### src/rtl/esq_pkg.sv
// Shared constants, state codes and the sequencer state record for the exception sequencer.
package esq_pkg;

  // ----------------------------------------------------------------------------------------------
  // Sizes and codes
  // ----------------------------------------------------------------------------------------------
  localparam int          N_SRC_DEF   = 8;         // Default count of hardware request lines.
  localparam logic [15:0] VEC_TOP     = 16'hfffe;  // Vector of code zero (reset).
  localparam logic [4:0]  CODE_RST    = 5'h00;     // Reset vector selector.
  localparam logic [4:0]  CODE_SWI    = 5'h01;     // Software interrupt and break selector.
  localparam logic [4:0]  CODE_HW0    = 5'h02;     // Selector of hardware line 0.
  localparam logic [2:0]  LAST_STEP   = 3'h4;      // Five stacked bytes, steps 0 to 4.
  localparam logic [15:0] STACK_FRAME = 16'h0005;  // Stack pointer movement per frame.
  localparam int          I_BIT       = 3;         // Position of the mask in the condition codes.

  // ----------------------------------------------------------------------------------------------
  // Sequencer states and state record
  // ----------------------------------------------------------------------------------------------
  typedef enum logic [2:0] {
    ST_IDLE = 3'b000,
    ST_PUSH = 3'b001,
    ST_VECH = 3'b010,
    ST_VECL = 3'b011,
    ST_PULL = 3'b100
  } esq_state_e;

  typedef struct packed {
    esq_state_e  st;
    logic [2:0]  step;
    logic [4:0]  code;
    logic        hw;
    logic        imask;
    logic        rti_end;
    logic [15:0] sp;
    logic [15:0] pc;
    logic [7:0]  a;
    logic [7:0]  x;
    logic [7:0]  ccr;
    logic [7:0]  vech;
    logic [15:0] addr;
    logic [7:0]  wdata;
    logic        rd;
    logic        wr;
    logic        pc_ld;
    logic        reg_ld;
    logic        sp_ld;
    logic        served;
  } esq_seq_s;

  // Out of reset the sequencer is already reading the reset vector high byte with the mask set.
  localparam esq_seq_s SEQ_RST = '{st: ST_VECH, step: 3'h0, code: CODE_RST, hw: 1'b0,
                                   imask: 1'b1, rti_end: 1'b0, sp: 16'h0000, pc: 16'h0000,
                                   a: 8'h00, x: 8'h00, ccr: 8'h00, vech: 8'h00,
                                   addr: VEC_TOP, wdata: 8'h00, rd: 1'b1, wr: 1'b0,
                                   pc_ld: 1'b0, reg_ld: 1'b0, sp_ld: 1'b0, served: 1'b0};

  // Vector address of a selector: two bytes per entry counting down from the top.
  function automatic logic [15:0] vec_addr(input logic [4:0] code);
    vec_addr = VEC_TOP - {10'h000, code, 1'b0};
  endfunction : vec_addr

endpackage : esq_pkg

### src/rtl/esq_arb_if.sv
// Link between the sequencer and its request latch and arbiter.
`timescale 1ns/1ps
interface esq_arb_if #(parameter int N_SRC = 8);
  logic [N_SRC-1:0]         req;       // Raw request levels.
  logic [N_SRC-1:0]         en;        // Per-source enables.
  logic                     imask;     // Global mask.
  logic                     served;    // Held request has been vectored.
  logic                     grant_v;   // A request is held.
  logic [$clog2(N_SRC)-1:0] grant_idx; // Index of the held request.

  modport ctl (output req, en, imask, served, input grant_v, grant_idx);
  modport arb (input req, en, imask, served, output grant_v, grant_idx);
endinterface : esq_arb_if

### src/rtl/esq_arbiter.sv
// Request latches and the held-winner arbiter.
`timescale 1ns/1ps
module esq_arbiter
  import esq_pkg::*;
#(
  parameter int N_SRC = N_SRC_DEF
) (
  input  wire logic clk_i,   // System clock.
  input  wire logic rst_n_i, // Asynchronous reset, active low.
  esq_arb_if.arb    arb      // Sequencer side.
);

  localparam int IW = $clog2(N_SRC);

  typedef struct packed {
    logic [N_SRC-1:0] pend;
    logic             held_v;
    logic [IW-1:0]    held_idx;
    logic             imask_d;
  } esq_arb_s;

  esq_arb_s r;
  esq_arb_s n;

  // Lowest index wins; index 0 is the highest priority source.
  function automatic logic [IW-1:0] first_set(input logic [N_SRC-1:0] v);
    first_set = '0;
    for (int i = N_SRC - 1; i >= 0; i--) begin
      if (v[i]) begin
        first_set = IW'(i);
      end
    end
  endfunction : first_set

  // ----------------------------------------------------------------------------------------------
  // Latching and arbitration
  // ----------------------------------------------------------------------------------------------
  // A new request always wins over the clear of the same latch in one cycle.
  always_comb begin
    n          = r;
    n.imask_d  = arb.imask;
    n.pend     = r.pend & arb.en;
    if (arb.served && r.held_v) begin
      n.pend[r.held_idx] = 1'b0;
    end
    n.pend     = n.pend | (arb.req & arb.en);
    // The held winner is released only when vectored or when the mask is cleared.
    if (arb.served || (r.imask_d && !arb.imask)) begin
      n.held_v = 1'b0;
    end
    if (!n.held_v && !arb.imask && (|r.pend)) begin
      n.held_v   = 1'b1;
      n.held_idx = first_set(r.pend);
    end
  end

  // State register.
  always_ff @(posedge clk_i or negedge rst_n_i) begin
    if (!rst_n_i) begin
      r <= '{pend: '0, held_v: 1'b0, held_idx: '0, imask_d: 1'b1};
    end else begin
      r <= n;
    end
  end

  assign arb.grant_v   = r.held_v;
  assign arb.grant_idx = r.held_idx;

endmodule : esq_arbiter

### src/rtl/esq_sequencer.sv
// Exception sequencer of the system integration unit: entry, vector fetch and return.
`timescale 1ns/1ps
module esq_sequencer
  import esq_pkg::*;
#(
  parameter int N_SRC = N_SRC_DEF
) (
  input  wire logic             CLK_SYS_I,    // System clock, 50 MHz.
  input  wire logic             RST_N_I,      // Asynchronous reset, active low.
  input  wire logic [N_SRC-1:0] IRQ_REQ_I,    // Hardware request levels.
  input  wire logic [N_SRC-1:0] IRQ_EN_I,     // Per-source enable bits.
  input  wire logic             INSTR_DONE_I, // Core finished an instruction.
  input  wire logic             SWI_EXEC_I,   // That instruction was a software interrupt.
  input  wire logic             RTI_EXEC_I,   // That instruction was a return from interrupt.
  input  wire logic             BRK_REQ_I,    // Break request level.
  input  wire logic             IMASK_WR_I,   // Core writes the global mask.
  input  wire logic             IMASK_VAL_I,  // Value written to the mask.
  input  wire logic [15:0]      PC_I,         // Core program counter.
  input  wire logic [15:0]      SP_I,         // Core stack pointer.
  input  wire logic [7:0]       A_I,          // Core accumulator.
  input  wire logic [7:0]       X_I,          // Core index low register.
  input  wire logic [7:0]       CCR_I,        // Core condition codes.
  input  wire logic [7:0]       RDATA_I,      // Memory read data.
  output logic [15:0]           ADDR_O,       // Memory address.
  output logic [7:0]            WDATA_O,      // Memory write data.
  output logic                  RD_O,         // Memory read strobe.
  output logic                  WR_O,         // Memory write strobe.
  output logic                  CORE_HOLD_O,  // Core must stall.
  output logic [4:0]            VEC_SEL_O,    // Vector selector constant.
  output logic                  IMASK_O,      // Global interrupt mask.
  output logic                  PC_LOAD_O,    // Load PC_NEW_O into the core.
  output logic [15:0]           PC_NEW_O,     // New program counter.
  output logic                  SP_LOAD_O,    // Load SP_NEW_O into the core.
  output logic [15:0]           SP_NEW_O,     // New stack pointer.
  output logic                  REG_LOAD_O,   // Load restored registers.
  output logic [7:0]            A_NEW_O,      // Restored accumulator.
  output logic [7:0]            X_NEW_O,      // Restored index low register.
  output logic [7:0]            CCR_NEW_O     // Restored condition codes.
);

  // ----------------------------------------------------------------------------------------------
  // Request latch and arbiter
  // ----------------------------------------------------------------------------------------------
  esq_arb_if #(.N_SRC(N_SRC)) arb_if ();

  esq_arbiter #(.N_SRC(N_SRC)) u_arb (
    .clk_i   (CLK_SYS_I),
    .rst_n_i (RST_N_I),
    .arb     (arb_if.arb)
  );

  esq_seq_s r;
  esq_seq_s n;

  // Byte written at each stacking step, low PC byte first so it lands highest in memory.
  function automatic logic [7:0] push_byte(input esq_seq_s s);
    case (s.step)
      3'h0:    push_byte = s.pc[7:0];
      3'h1:    push_byte = s.pc[15:8];
      3'h2:    push_byte = s.x;
      3'h3:    push_byte = s.a;
      default: push_byte = s.ccr;
    endcase
  endfunction : push_byte

  // ----------------------------------------------------------------------------------------------
  // Sequencer
  // ----------------------------------------------------------------------------------------------
  // Each cycle outside IDLE is one memory cycle: one per step in PUSH and PULL, one each in VECH and VECL; bus outputs are registered for the next state.
  always_comb begin
    n        = r;
    n.pc_ld  = 1'b0;
    n.reg_ld = 1'b0;
    n.sp_ld  = 1'b0;
    n.served = 1'b0;
    n.rd     = 1'b0;
    n.wr     = 1'b0;
    case (r.st)
      ST_IDLE: begin
        n.rti_end = 1'b0;
        if (IMASK_WR_I && !r.rti_end) begin
          n.imask = IMASK_VAL_I;
        end
        // The cycle after a return is itself a boundary, so a pending request is taken at once.
        if (INSTR_DONE_I || r.rti_end) begin
          if (!r.rti_end) begin
            n.sp  = SP_I;
            n.a   = A_I;
            n.x   = X_I;
            n.ccr = CCR_I;
            n.pc  = PC_I;
          end else begin
            n.pc  = r.pc + 16'h0001;
          end
          n.ccr[I_BIT] = n.imask;
          n.step       = 3'h0;
          n.hw         = 1'b0;
          if (!r.rti_end && RTI_EXEC_I) begin
            n.st = ST_PULL;
          end else if (!r.rti_end && SWI_EXEC_I) begin
            n.st    = ST_PUSH;
            n.code  = CODE_SWI;
            n.imask = 1'b1;
          end else if (BRK_REQ_I) begin
            n.st    = ST_PUSH;
            n.code  = CODE_SWI;
            n.pc    = n.pc - 16'h0001;
            n.imask = 1'b1;
          end else if (arb_if.grant_v && !n.imask) begin
            n.st    = ST_PUSH;
            n.code  = CODE_HW0 + 5'(arb_if.grant_idx);
            n.hw    = 1'b1;
            n.pc    = n.pc - 16'h0001;
            n.imask = 1'b1;
          end
        end
      end
      ST_PUSH: begin
        // The index high register is deliberately left off the frame.
        n.step = r.step + 3'h1;
        if (r.step == LAST_STEP) begin
          n.st = ST_VECH;
        end
      end
      ST_VECH: begin
        n.vech = RDATA_I;
        n.st   = ST_VECL;
      end
      ST_VECL: begin
        n.pc    = {r.vech, RDATA_I};
        n.pc_ld = 1'b1;
        n.st    = ST_IDLE;
        if (r.code != CODE_RST) begin
          n.sp     = r.sp - STACK_FRAME;
          n.sp_ld  = 1'b1;
          n.served = r.hw;
        end
      end
      ST_PULL: begin
        n.step = r.step + 3'h1;
        case (r.step)
          3'h0:    n.ccr       = RDATA_I;
          3'h1:    n.a         = RDATA_I;
          3'h2:    n.x         = RDATA_I;
          3'h3:    n.pc[15:8]  = RDATA_I;
          default: n.pc[7:0]   = RDATA_I;
        endcase
        if (r.step == LAST_STEP) begin
          n.st      = ST_IDLE;
          n.sp      = r.sp + STACK_FRAME;
          n.imask   = r.ccr[I_BIT];
          n.pc_ld   = 1'b1;
          n.sp_ld   = 1'b1;
          n.reg_ld  = 1'b1;
          n.rti_end = 1'b1;
        end
      end
      default: begin
        n = SEQ_RST;
      end
    endcase
    // Bus cycle of the state about to be entered.
    case (n.st)
      ST_PUSH: begin
        n.wr    = 1'b1;
        n.addr  = n.sp - {13'h0000, n.step};
        n.wdata = push_byte(n);
      end
      ST_VECH: begin
        n.rd   = 1'b1;
        n.addr = vec_addr(n.code);
      end
      ST_VECL: begin
        n.rd   = 1'b1;
        n.addr = vec_addr(n.code) + 16'h0001;
      end
      ST_PULL: begin
        n.rd   = 1'b1;
        n.addr = n.sp + 16'h0001 + {13'h0000, n.step};
      end
      default: begin
        n.addr = r.addr;
      end
    endcase
  end

  // State register; reset starts the reset-vector fetch directly.
  always_ff @(posedge CLK_SYS_I or negedge RST_N_I) begin
    if (!RST_N_I) begin
      r <= SEQ_RST;
    end else begin
      r <= n;
    end
  end

  // ----------------------------------------------------------------------------------------------
  // Outputs
  // ----------------------------------------------------------------------------------------------
  // Arbiter sees the registered mask, so a mask clear releases its held winner.
  // On the last pull the restored mask is shown one cycle early, so that a winner already
  // stands in the boundary cycle after a return and a pending request is taken there.
  assign arb_if.req    = IRQ_REQ_I;
  assign arb_if.en     = IRQ_EN_I;
  assign arb_if.imask  = ((r.st == ST_PULL) && (r.step == LAST_STEP)) ? r.ccr[I_BIT]
                                                                       : r.imask;
  assign arb_if.served = r.served;

  // Hold covers the boundary cycle after a return, when a pending request may still enter.
  assign CORE_HOLD_O = (r.st != ST_IDLE) || r.rti_end;
  assign ADDR_O      = r.addr;
  assign WDATA_O     = r.wdata;
  assign RD_O        = r.rd;
  assign WR_O        = r.wr;
  assign VEC_SEL_O   = r.code;
  assign IMASK_O     = r.imask;
  assign PC_LOAD_O   = r.pc_ld;
  assign PC_NEW_O    = r.pc;
  assign SP_LOAD_O   = r.sp_ld;
  assign SP_NEW_O    = r.sp;
  assign REG_LOAD_O  = r.reg_ld;
  assign A_NEW_O     = r.a;
  assign X_NEW_O     = r.x;
  assign CCR_NEW_O   = r.ccr;

endmodule : esq_sequencer

### config.mk
export PLATFORM = sky130hd
export DESIGN_NAME = esq_sequencer
export DESIGN_NICKNAME = d
export VERILOG_FILES = /design/src/rtl/esq_pkg.sv /design/src/rtl/esq_arb_if.sv /design/src/rtl/esq_arbiter.sv /design/src/rtl/esq_sequencer.sv
export SDC_FILE = /design/constraint.sdc
export NUM_CORES = 1
export LEC_CHECK = 0
export ABC_AREA = 1
export CORE_MARGIN = 2
export CORE_UTILIZATION = 30
export CTS_CLUSTER_SIZE = 40
export DETAILED_ROUTE_END_ITERATION = 7
export DONT_BUFFER_PORTS = 1
export RECOVER_POWER = 100
export SLEW_MARGIN = 40
export SYNTH_ARGS = -nofsm -noshare
export SYNTH_HDL_FRONTEND = slang
export SYNTH_SLANG_ARGS = --single-unit
### constraint.sdc
create_clock -name CLK_SYS_I -period 4.96 [get_ports CLK_SYS_I]
set_clock_uncertainty 0.15 [all_clocks]
set_input_delay 0.992 -clock CLK_SYS_I [delete_from_list [all_inputs] [get_ports CLK_SYS_I]]
set_output_delay 0.992 -clock CLK_SYS_I [all_outputs]
set_load 0.03 [all_outputs]
-- After elaboration in Yosys (flattened, before gate mapping)
Index checks and enable logic that the tools add are counted.
- memory bits (writable): 0
- bits of input ports: 88
- ROM bits: 0
- flip-flop bits (word level): 121
- logic and storage cells: 164
- latch bits: 0
- output and inout port bits: 92
- memories: 0
- shift operators: 0
- divide/modulo/power cells: 0
- multipliers: 0
- multiplexer cells: 67
- magnitude comparators: 2
- $add $sub $neg: 11
- bitwise logic cells: 7
- reductions and logical operators: 35
- equality and inequality tests: 18
- operators by type and width (cell ; number):
    $mux W16 ; 9
    $pmux W32 S4 ; 1
    $pmux W24 S3 ; 1
    $pmux W16 S4 ; 1
    $mux W56 ; 1
    $mux W8 ; 7
    $mux W3 ; 15
    $add A16 B1 Y16 const B ; 2
    $pmux W8 S4 ; 1
    $and A8 B8 Y8 ; 3
    $eq A3 B2 Y1 const B ; 8
    $mux W24 ; 1
    $mux W18 ; 1
    $add A16 B3 Y16 ; 1
    $add A16 B3 Y16 const B ; 1
    $pmux W8 S2 ; 1
    $sub A16 B1 Y16 const B ; 1
    $sub A16 B3 Y16 ; 1
    $sub A16 B3 Y16 const B ; 1
    $pmux W3 S5 ; 1
    $mux W7 ; 2
    $mux W1 ; 13
    $mux W13 ; 1
    $eq A3 B1 Y1 const B ; 4
    34 further kinds ; 62

-- Logic depth before layout (Yosys ltp)
Gate-level depths: netlist (run 1).
- depth after elaboration: 15
- gate-level depth with buffers: 25
- mapped depth without buffers: 25

-- Hierarchy
Synthesis (run 1) repeated with hierarchy kept, for this count alone.
- cell total of the unflattened synthesis: 1473
- area total of the unflattened synthesis: 10053.4 um^2
- modules (own cells, without submodules) (module ; cells each ; sequential area each (um^2) ; instances ; area each (um^2)):
    esq_sequencer ; 1387 ; 2725.1 ; 1 ; 9382.7
    esq_arbiter ; 86 ; 326.6 ; 1 ; 670.6

-- Least setup slack after synthesis (run 1)
OpenSTA, ideal clock, no wires.
- path type: input to register
- start: in INSTR_DONE_I
- end: reg r, in the netlist ADDR_O[11]
- data required time: 4752 ps
- stages: 21
- path buffers: 1
- setup slack: 1183 ps
- arrival: 3569 ps
- cell sequence: nor2_4 -> inv_2 -> nor2_1 -> inv_2 -> nand2_1 -> inv_2 -> o22ai_4 -> inv_2 -> clkbuf_1 -> ha_1 -> o21ai_0 -> nand2_2 -> nor2_4 -> nand3_2 -> nor2_4 -> inv_2 -> o21ai_1 -> nand3_1 -> nand3_1 -> nand2_1 -> inv_1
- RTL lines (item ; line ; text):
    from (decl) ; esq_sequencer.sv:12 ; input wire logic INSTR_DONE_I,
    to (signal assigned) ; esq_sequencer.sv:192 ; r <= n;
    to (decl) ; esq_sequencer.sv:52 ; esq_seq_s r;

==> impl_metrics.ini, run 1 <==
[clock_tree]
worstSkewPairLatency_ns = 0.42
cts.sinks = 121
root_buffer = clkbuf_16
clockBufferDepth = 2
cts_setup_buffers = 0
cts.htree.levels = 4
path_clk_slew_ns = 0.06
ctsHoldBuffers = 0
cts_buffers = 17
cts_tree = done
cts_resized = 0

[synth]
synth_ff_type = dfrtp_1
synth-edff-count = 0
synth.avg_cell_area_um2 = 6.71
synthTopCellsByArea = dfrtp_1 (25%), nand2_1 (15%), buf_4 (6.6%), nand3_1 (6.2%), inv_1 (6.0%)
synth_top_family_by_area = simple AND/OR/NAND/NOR gates
synth_top_cell_area_share_pct = 25.0
synth_seq_cells = 121
netlist_area_um2 = 10200
synthSimpleGateAreaFrac_pct = 36.3
synth.area.mux_share_pct = 0.0978
postSynthCellCount = 1525
synth_cell_types = 61
synth-adder-area-share_pct = 2.72
synth-compound-area-share_pct = 15.3
synth_top_area_cell = dfrtp_1
async_flop_share_pct = 100
yosys_warnings = 0
synth-seq-area-share_pct = 29.8
synth_nets = 1634
synth_xor_area_share_pct = 0.599

[die]
floorplan.initialDensity_pct = 30.5
core_um2 = 33500
dieArea_um2 = 35600
die_w_um = 189
rows = 67
ioPinCount = 180
die-height_um = 189

[power]
p_total_mw = 8.22
ir_drop_mv = 0.373
p_leak_nw = 4.89
p_per_area_nw_per_um2 = 781

[setup_path]
crit_chain = nor2_4, inv_2, nor2_1, inv_2, nand2_1, inv_2, o22ai_1, inv_2, ha_1, inv_1, o31ai_1, inv_1, nand3_1, nor2_1, nand2_1, xor2_1, a21oi_1, nor2_1
timing.rr.end = ADDR_O[13]$_DFFE_PN1P_
worstSetupEndpointType = register
worstSetupStartpointType = primary input
reg2reg_depth = 14
reg2reg_from = r[94]$_DFFE_PN0P_
crit_slowest_cell = o22ai_1
critPathMostFrequentCell = inv_2
required_ns = 5.16
cpPeakStageDelay_ns = 0.69
rrSetupSlack_ns = 0.52
crit_buf_inv = 6
path_delay_family = simple AND/OR/NAND/NOR gates
cp.arrival_ns = 4.65
worst-setup-path-type = in2reg
crit_path_max_fanout = 17

[timing]
fin_crit_ns = 4.45
fmax_mhz = 225
min_period_over_period_pct = 89.7
slew_violations = 0
fin_ws_ns = 0.512
tightest_slew_ns = 1.49
hold_viol = 0
setup_tns_ns = 0
whs_ns = 0.115
slew_headroom_pct = 0.450
setup_viol = 0
rsz0062_at_grt = no

[route]
firstDrtPassIters = 7
drt_iter0_drc = 960
vias = 10028
detail-route-antenna-nets = 0
vias_per_cell = 5.29
drc = 0
wl_mm = 35.8
routedWlPerCell_um = 18.9

[status]
violations = max-capacitance violations
outcome = complete, but fails checks

[finish]
mostFrequentLayoutCells = nand2_1 (422), inv_1 (168), nor2_1 (155)
diodes = 0
drive_gt1_share_pct = 8.29
area_growth_pct = 2.87
nFillCells = 3699
post-route-util_pct = 31.4
final_nets = 1545
final_common_cell = nand2_1

[global_routing]
grt.overflow.total = 0
grt.total_usage_pct = 20.1
grt_pass1_vias = 9474
grt_max_degree = 122
antenna_found_initial = 2
grt_pass1_wl_mm = 55.4

[place]
hpwlAfterDp_mm = 27.8
place_congestion = 0.927
port-buffer-count = 0
place_ws_ns = 0.489

[run]
maxCapViolations = 1

[min_path]
hold_path_class = in2async
-- power breakdown --
group | switching (mW) | internal [mW] | total, mW
combinational | 3.08 | 1.35 | 4.42
clock | 0.499 | 0.752 | 1.25
sequential | 1.12 | 1.42 | 2.54
total | 4.69 | 3.52 | 8.22
-- synth_stat cells (8+ instances only) --
cell,instances
a21oi_1,53
dfstp_2,19
o21a_1,9
nand2_1,417
nor2_4,13
buf_2,14
nor2_1,149
buf_4,90
nand3_1,126
dfrtp_1,102
ha_1,19
nand4_1,28
nand3_2,8
nor3_1,14
nor2_2,22
o21ai_0,74
inv_1,164
nand2_2,9
clkbuf_1,11
or2_2,8
o221ai_1,20
inv_2,19
o21ai_1,26
o22ai_1,16
-- state kept, by name (all words and copies together) (netlist names), 3 cells and up --
name,flops
u_arb.arb.grant_idx,3
VEC_SEL_O,5
SP_NEW_O,16
CCR_NEW_O,8
PC_NEW_O,16
u_arb.r,9
r,16
X_NEW_O,8
A_NEW_O,8
ADDR_O,16
WDATA_O,8
-- worst max path at each step --
stage,from,depth (start not counted),slack [ns],to
floorplan,INSTR_DONE_I,21,1.18,ADDR_O[11]$_DFFE_PN1P_
global placement,INSTR_DONE_I,22,0.55,ADDR_O[14]$_DFFE_PN1P_
detailed placement,INSTR_DONE_I,20,0.49,ADDR_O[12]$_DFFE_PN1P_
CTS,r[103]$_DFF_PN0_,19,0.66,ADDR_O[12]$_DFFE_PN1P_
global route,r[105]$_DFF_PN0_,18,0.14,ADDR_O[9]$_DFFE_PN1P_
finish,INSTR_DONE_I,18,0.51,ADDR_O[9]$_DFFE_PN1P_
-- layout make-up --
class | count | area [um^2] | area share, %
multi-input combinational | 1096 | 5540 | 52.7
sequential | 121 | 3050 | 29.0
inverter | 185 | 697 | 6.62
tap | 448 | 561 | 5.33
clock buffer | 21 | 450 | 4.28
clock inverter | 10 | 123 | 1.17
timing repair buffer | 15 | 97.6 | 0.927
-- per-stage QoR --
| stage | cells | area (um^2) |
|---|---|---|
| 2_1_floorplan | 1525 | 10200 |
| 3_3_place_gp | 1865 | 10000 |
| 3_5_place_dp | 1865 | 10000 |
| 4_1_cts | 1896 | 10600 |
| 5_1_grt | 1896 | 10500 |
| 6_report | 1896 | 10500 |
-- metal layers --
metal | vias up | part of all wire [%] | global-route usage, %
met5 | - | 0.031 | 0
met4 | 2 | 2.4 | 5.86
met2 | 405 | 48 | 33.5
met1 | 4804 | 41 | 25.1
met3 | 54 | 8.7 | 5.94
li1 | 4763 | - | -
-- kinds of logic (layout without fill, tap and decap cells) --
kind of cell               count (synthesis)  count (layout)
DFF                                      121             121
muxes                                      1               1
buffers and inverters                    308             231
and+or+nand+nor                          816             816
AOI/OAI and AO/OA                        251             251
xor gates and xnor gates                   7               7
adders and majority gates                 21              21
Power figures use the tool's default switching activity.
==> run 2: changes to the inputs <==
- CORE_UTILIZATION: 30 -> 40
==> impl_metrics.ini, run 2 (synthesis results as in run 1) <==
[timing]
tightest_slew_ns = 1.15
whs_ns = 0.108
hold_viol = 0
fin_crit_ns = 4.35
setup_tns_ns = 0
slew_violations = 0
rsz0062_at_grt = no
fmax_mhz = 230
slew_headroom_pct = 22.5
min_period_over_period_pct = 87.7
setup_viol = 0

[finish]
drive_gt1_share_pct = 8.43
final_nets = 1544
final_common_cell = nand2_1
area_growth_pct = 1.37
nFillCells = 2713
mostFrequentLayoutCells = nand2_1 (422), inv_1 (168), nor2_1 (156)

[setup_path]
crit_end = ADDR_O[8]$_DFFE_PN1P_
crit_path_max_fanout = 22
crit_slowest_cell = nor2_1
timing.rr.end = ADDR_O[8]$_DFFE_PN1P_
cp.arrival_ns = 4.56
cp-startpoint = r[94]$_DFFE_PN0P_
worstSetupEndpointType = register
critPathMostFrequentCell = inv_1
worstSetupStartpointType = register
required_ns = 5.17
reg2reg_depth = 16
crit_chain = buf_4, inv_1, clkbuf_1, nand2_1, inv_1, a21oi_4, inv_2, nor2_1, nand2_4, nand2_1, buf_4, nand2_2, inv_2, nand3_1, o21ai_0, inv_1
cpPeakStageDelay_ns = 0.68
worst-setup-path-type = reg2reg
rrSetupSlack_ns = 0.61
reg2reg_from = r[94]$_DFFE_PN0P_

[clock_tree]
cts.htree.levels = 4
cts_setup_buffers = 0
cts_tree = done
path_clk_slew_ns = 0.06
ctsHoldBuffers = 0
cts_buffers = 17
worstSkewPairLatency_ns = 0.43
root_buffer = clkbuf_16
cts_resized = 0
clockBufferDepth = 2
cts.sinks = 121

[global_routing]
grt_pass1_wl_mm = 52.8
grt.overflow.total = 0
grt_pass1_vias = 9454
antenna_found_initial = 1
use_met3_pct = 6.11
grt.total_usage_pct = 25.5
grt_util_met1_pct = 31.8
grt-busiest-layer = met2
grt_max_degree = 122
use_met2_pct = 43.0

[run]
maxCapViolations = 0

[route]
vias_per_cell = 5.55
routedWlPerCell_um = 19.0
vias = 9870
firstDrtPassIters = 5
drt_iter0_drc = 978
detail-route-antenna-nets = 0
drc = 0
wl_mm = 33.8

[die]
rows = 58
core_um2 = 25200
floorplan.initialDensity_pct = 40.6
die_w_um = 164
ioPinCount = 180
dieArea_um2 = 26900
die-height_um = 164

[status]
outcome = finished clean

[place]
port-buffer-count = 0
hpwlAfterDp_mm = 26.0
place_congestion = 0.911

[power]
p_leak_nw = 4.89
ir_drop_mv = 0.339
p_per_area_nw_per_um2 = 785

[min_path]
hold_path_class = in2async
-- run 2: cell count changes in the layout (fill, tap and decap cells not counted), moves of 2 or more --
cell and delta:
inv_6 +4, o21ai_0 +4, o21ai_1 -4, clkbuf_1 -3, clkinv_4 -2, inv_8 +2, nor2_4 -2
-- run 2: power by group --
group	internal, mW	switching [mW]
Combinational	1.33	3.06
Sequential	1.42	1.10
Clock	0.699	0.524
-- run 2: area by class of cell --
| class | count | area, um^2 | area share, % |
|---|---|---|---|
| multi-input combinational | 1096 | 5550 | 53.5 |
| sequential | 121 | 3050 | 29.4 |
| inverter | 185 | 697 | 6.72 |
| clock buffer | 17 | 425 | 4.10 |
| tap | 330 | 413 | 3.98 |
| clock inverter | 15 | 141 | 1.36 |
| timing repair buffer | 14 | 90.1 | 0.869 |
| antenna | 1 | 2.50 | 0.0241 |
-- run 2: per-stage QoR --
step	worst slack [ns]	area [um^2]	instances	total power, mW	util (%)
after floorplan	1.18	10200	1525	6.09	-
after global placement	0.532	9890	1746	6.92	39.3
after detailed placement	0.490	9890	1746	6.98	39.3
after CTS	0.725	10500	1778	8.24	41.5
after global routing	0.242	10400	1778	8.83	41.2
final	0.610	10400	1779	8.14	41.2
-- run 2: worst min-delay path by stage --
| stage | from | end | slack (ns) | cells after the start |
|---|---|---|---|---|
| 2_1_floorplan | ADDR_O[2]$_DFFE_PN1P_ | ADDR_O[2]$_DFFE_PN1P_ | 0.30 | 2 |
| 3_3_place_gp | arb_if.served$_DFF_PN0_ | u_arb.arb.grant_v$_DFF_PN0_ | 0.33 | 1 |
| 5_1_grt | RST_N_I | WDATA_O[5]$_DFFE_PN0P_ | 0.1 | 0 |
| 3_5_place_dp | u_arb.r[5]$_DFF_PN0_ | u_arb.arb.grant_idx[0]$_DFFE_PN0P_ | 0.33 | 1 |
| 4_1_cts | RST_N_I | WDATA_O[4]$_DFFE_PN0P_ | 0.1 | 0 |
| 6_report | RST_N_I | WDATA_O[5]$_DFFE_PN0P_ | 0.11 | 0 |
-- run 2: worst max-delay path, delay by kind of cell, from the launching register on --
family	cells	cell delay, ns
AO/OA/AOI/OAI	2	0.55
buffers and inverters	8	1.69
flip-flops	1	0.45
AND/OR/NAND/NOR	6	1.42
-- run 2: metal layers --
metal | vias up | share of wire, %
li1 | 4757 | -
met4 | 0 | 2.9
met1 | 4634 | 41
met2 | 415 | 48
met5 | - | 0
met3 | 64 | 8.8
==> run 3: changes to the inputs <==
- PLACE_DENSITY: default -> 0.64
- SKIP_CTS_REPAIR_TIMING: default -> 1
==> impl_metrics.ini, run 3 (synthesis results as in run 1) <==
[clock_tree]
cts.htree.levels = 4
cts_tree = done
cts.sinks = 121
path_clk_slew_ns = 0.07
root_buffer = clkbuf_16
worstSkewPairLatency_ns = 0.43
clockBufferDepth = 2
cts_buffers = 17

[status]
outcome = finished clean

[global_routing]
grt.overflow.total = 0
grt.total_usage_pct = 24.9
grt_pass1_wl_mm = 51.8
grt_max_degree = 122
antenna_found_initial = 0
grt_pass1_vias = 9416

[die]
floorplan.initialDensity_pct = 40.6
core_um2 = 25200
ioPinCount = 180
die_w_um = 164
die-height_um = 164
rows = 58
dieArea_um2 = 26900

[power]
power.switching_mw = 4.70
p_total_mw = 8.10
clkPwrFrac_pct = 15.1
p_per_area_nw_per_um2 = 783
ir_drop_mv = 0.338
p_leak_nw = 4.88
power_frac_comb_pct = 53.8
p_int_mw = 3.40
seq_power_share_pct = 31.1
p_sw_share_pct = 58.0

[timing]
fin_crit_ns = 4.37
rsz0062_at_grt = no
hold_viol = 0
slew_headroom_pct = 24.6
tightest_slew_ns = 1.12
fmax_mhz = 229
slew_violations = 0
setup_viol = 0
whs_ns = 0.0997
setup_tns_ns = 0
min_period_over_period_pct = 88.0

[route]
drt_iter0_drc = 996
vias = 10015
wl_mm = 33.5
firstDrtPassIters = 6
vias_per_cell = 5.63
detail-route-antenna-nets = 0
routedWlPerCell_um = 18.8
drc = 0

[setup_path]
worstSetupEndpointType = register
cp.arrival_ns = 4.59
crit_path_max_fanout = 11
crit_chain = inv_1, ha_1, nand2_1, inv_2, nor2_1, a2111oi_0, o21a_1, ha_1, inv_1, fa_1, nand2_1, inv_1, nor2_1, nand3_1, nor2_4, nand4_2, o21ai_0, nand2_1, a21oi_1, nand2_1, nand2_1, inv_1
required_ns = 5.18
timing.rr.end = ADDR_O[10]$_DFFE_PN1P_
critPathMostFrequentCell = nand2_1
cpPeakStageDelay_ns = 0.50
path_delay_family = simple AND/OR/NAND/NOR gates
reg2reg_depth = 22
worstSetupStartpointType = register
reg2reg_from = r[103]$_DFF_PN0_
crit_slowest_cell = a2111oi_0
worst-setup-path-type = reg2reg
crit_cells = 22
rrSetupSlack_ns = 0.59
crit_buf_inv = 5
cp-startpoint = r[103]$_DFF_PN0_

[run]
maxCapViolations = 0

[finish]
final_area_um2 = 10300
mostFrequentLayoutCells = nand2_1 (422), inv_1 (169), nor2_1 (156)
final_nets = 1546
diodes = 0
drive_gt1_share_pct = 8.14
area_growth_pct = 1.14
final_common_cell = nand2_1

[place]
hpwlAfterDp_mm = 25.7
port-buffer-count = 0
place_area_um2 = 9910
place_congestion = 0.896

[min_path]
hold_path_class = in2async
-- run 3: cell types whose count changed in the layout (fill, tap and decap cells not counted), moves of 2 or more --
cell      before  now
clkbuf_1       4    7
inv_8          2    5
nand3_1      129  132
nand3_2        6    3
clkinv_2       2    0
-- run 3: layer usage --
| layer | vias to the layer above | wire length, um | part of all wire [%] | GRT usage [%] |
|---|---|---|---|---|
| met1 | 4738 | 13500 | 40 | 31.2 |
| met2 | 445 | 16000 | 48 | 41.1 |
| met4 | 0 | 920 | 2.7 | 9.81 |
| met5 | - | 0 | 0 | 0 |
| met3 | 69 | 3070 | 9.2 | 6.39 |
| li1 | 4763 | - | - | - |
-- run 3: how the worst max path moves through the flow --
| stage | endpoint | slack, ns |
|---|---|---|
| after floorplan | ADDR_O[11]$_DFFE_PN1P_ | 1.18 |
| after global placement | ADDR_O[10]$_DFFE_PN1P_ | 0.77 |
| after global routing | ADDR_O[10]$_DFFE_PN1P_ | 0.17 |
| after CTS | ADDR_O[10]$_DFFE_PN1P_ | 0.74 |
| final | ADDR_O[10]$_DFFE_PN1P_ | 0.59 |
| after detailed placement | ADDR_O[10]$_DFFE_PN1P_ | 0.72 |
-- run 3: cell type report --
cell class / count / area, um^2
multi-input cells: 1096 / 5520
inverters: 185 / 697
fillers: 2706 / 14800
clock inverters: 15 / 148
well taps: 330 / 413
clock buffers: 17 / 425
flip-flops and latches: 121 / 3050
repair buffers: 16 / 93.8
-- run 3: power by group through the flow --
stage / clock (mW) / combinational [mW] / sequential [mW]
final: 1.23 / 4.36 / 2.52
after global routing: 1.29 / 4.89 / 2.59
after CTS: 1.24 / 4.42 / 2.56
after detailed placement: 0 / 4.38 / 2.57
after global placement: 0 / 4.32 / 2.56
after floorplan: 0 / 4.35 / 1.74
-- run 3: metrics by stage --
stage          setup WS [ns]  std cells  utilization (%)
6_report               0.594       1780             41.1
2_1_floorplan           1.18       1525                -
3_5_place_dp           0.717       1747             39.3
4_1_cts                0.744       1779             41.6
5_1_grt                0.169       1780             41.1
3_3_place_gp           0.766       1747             39.3
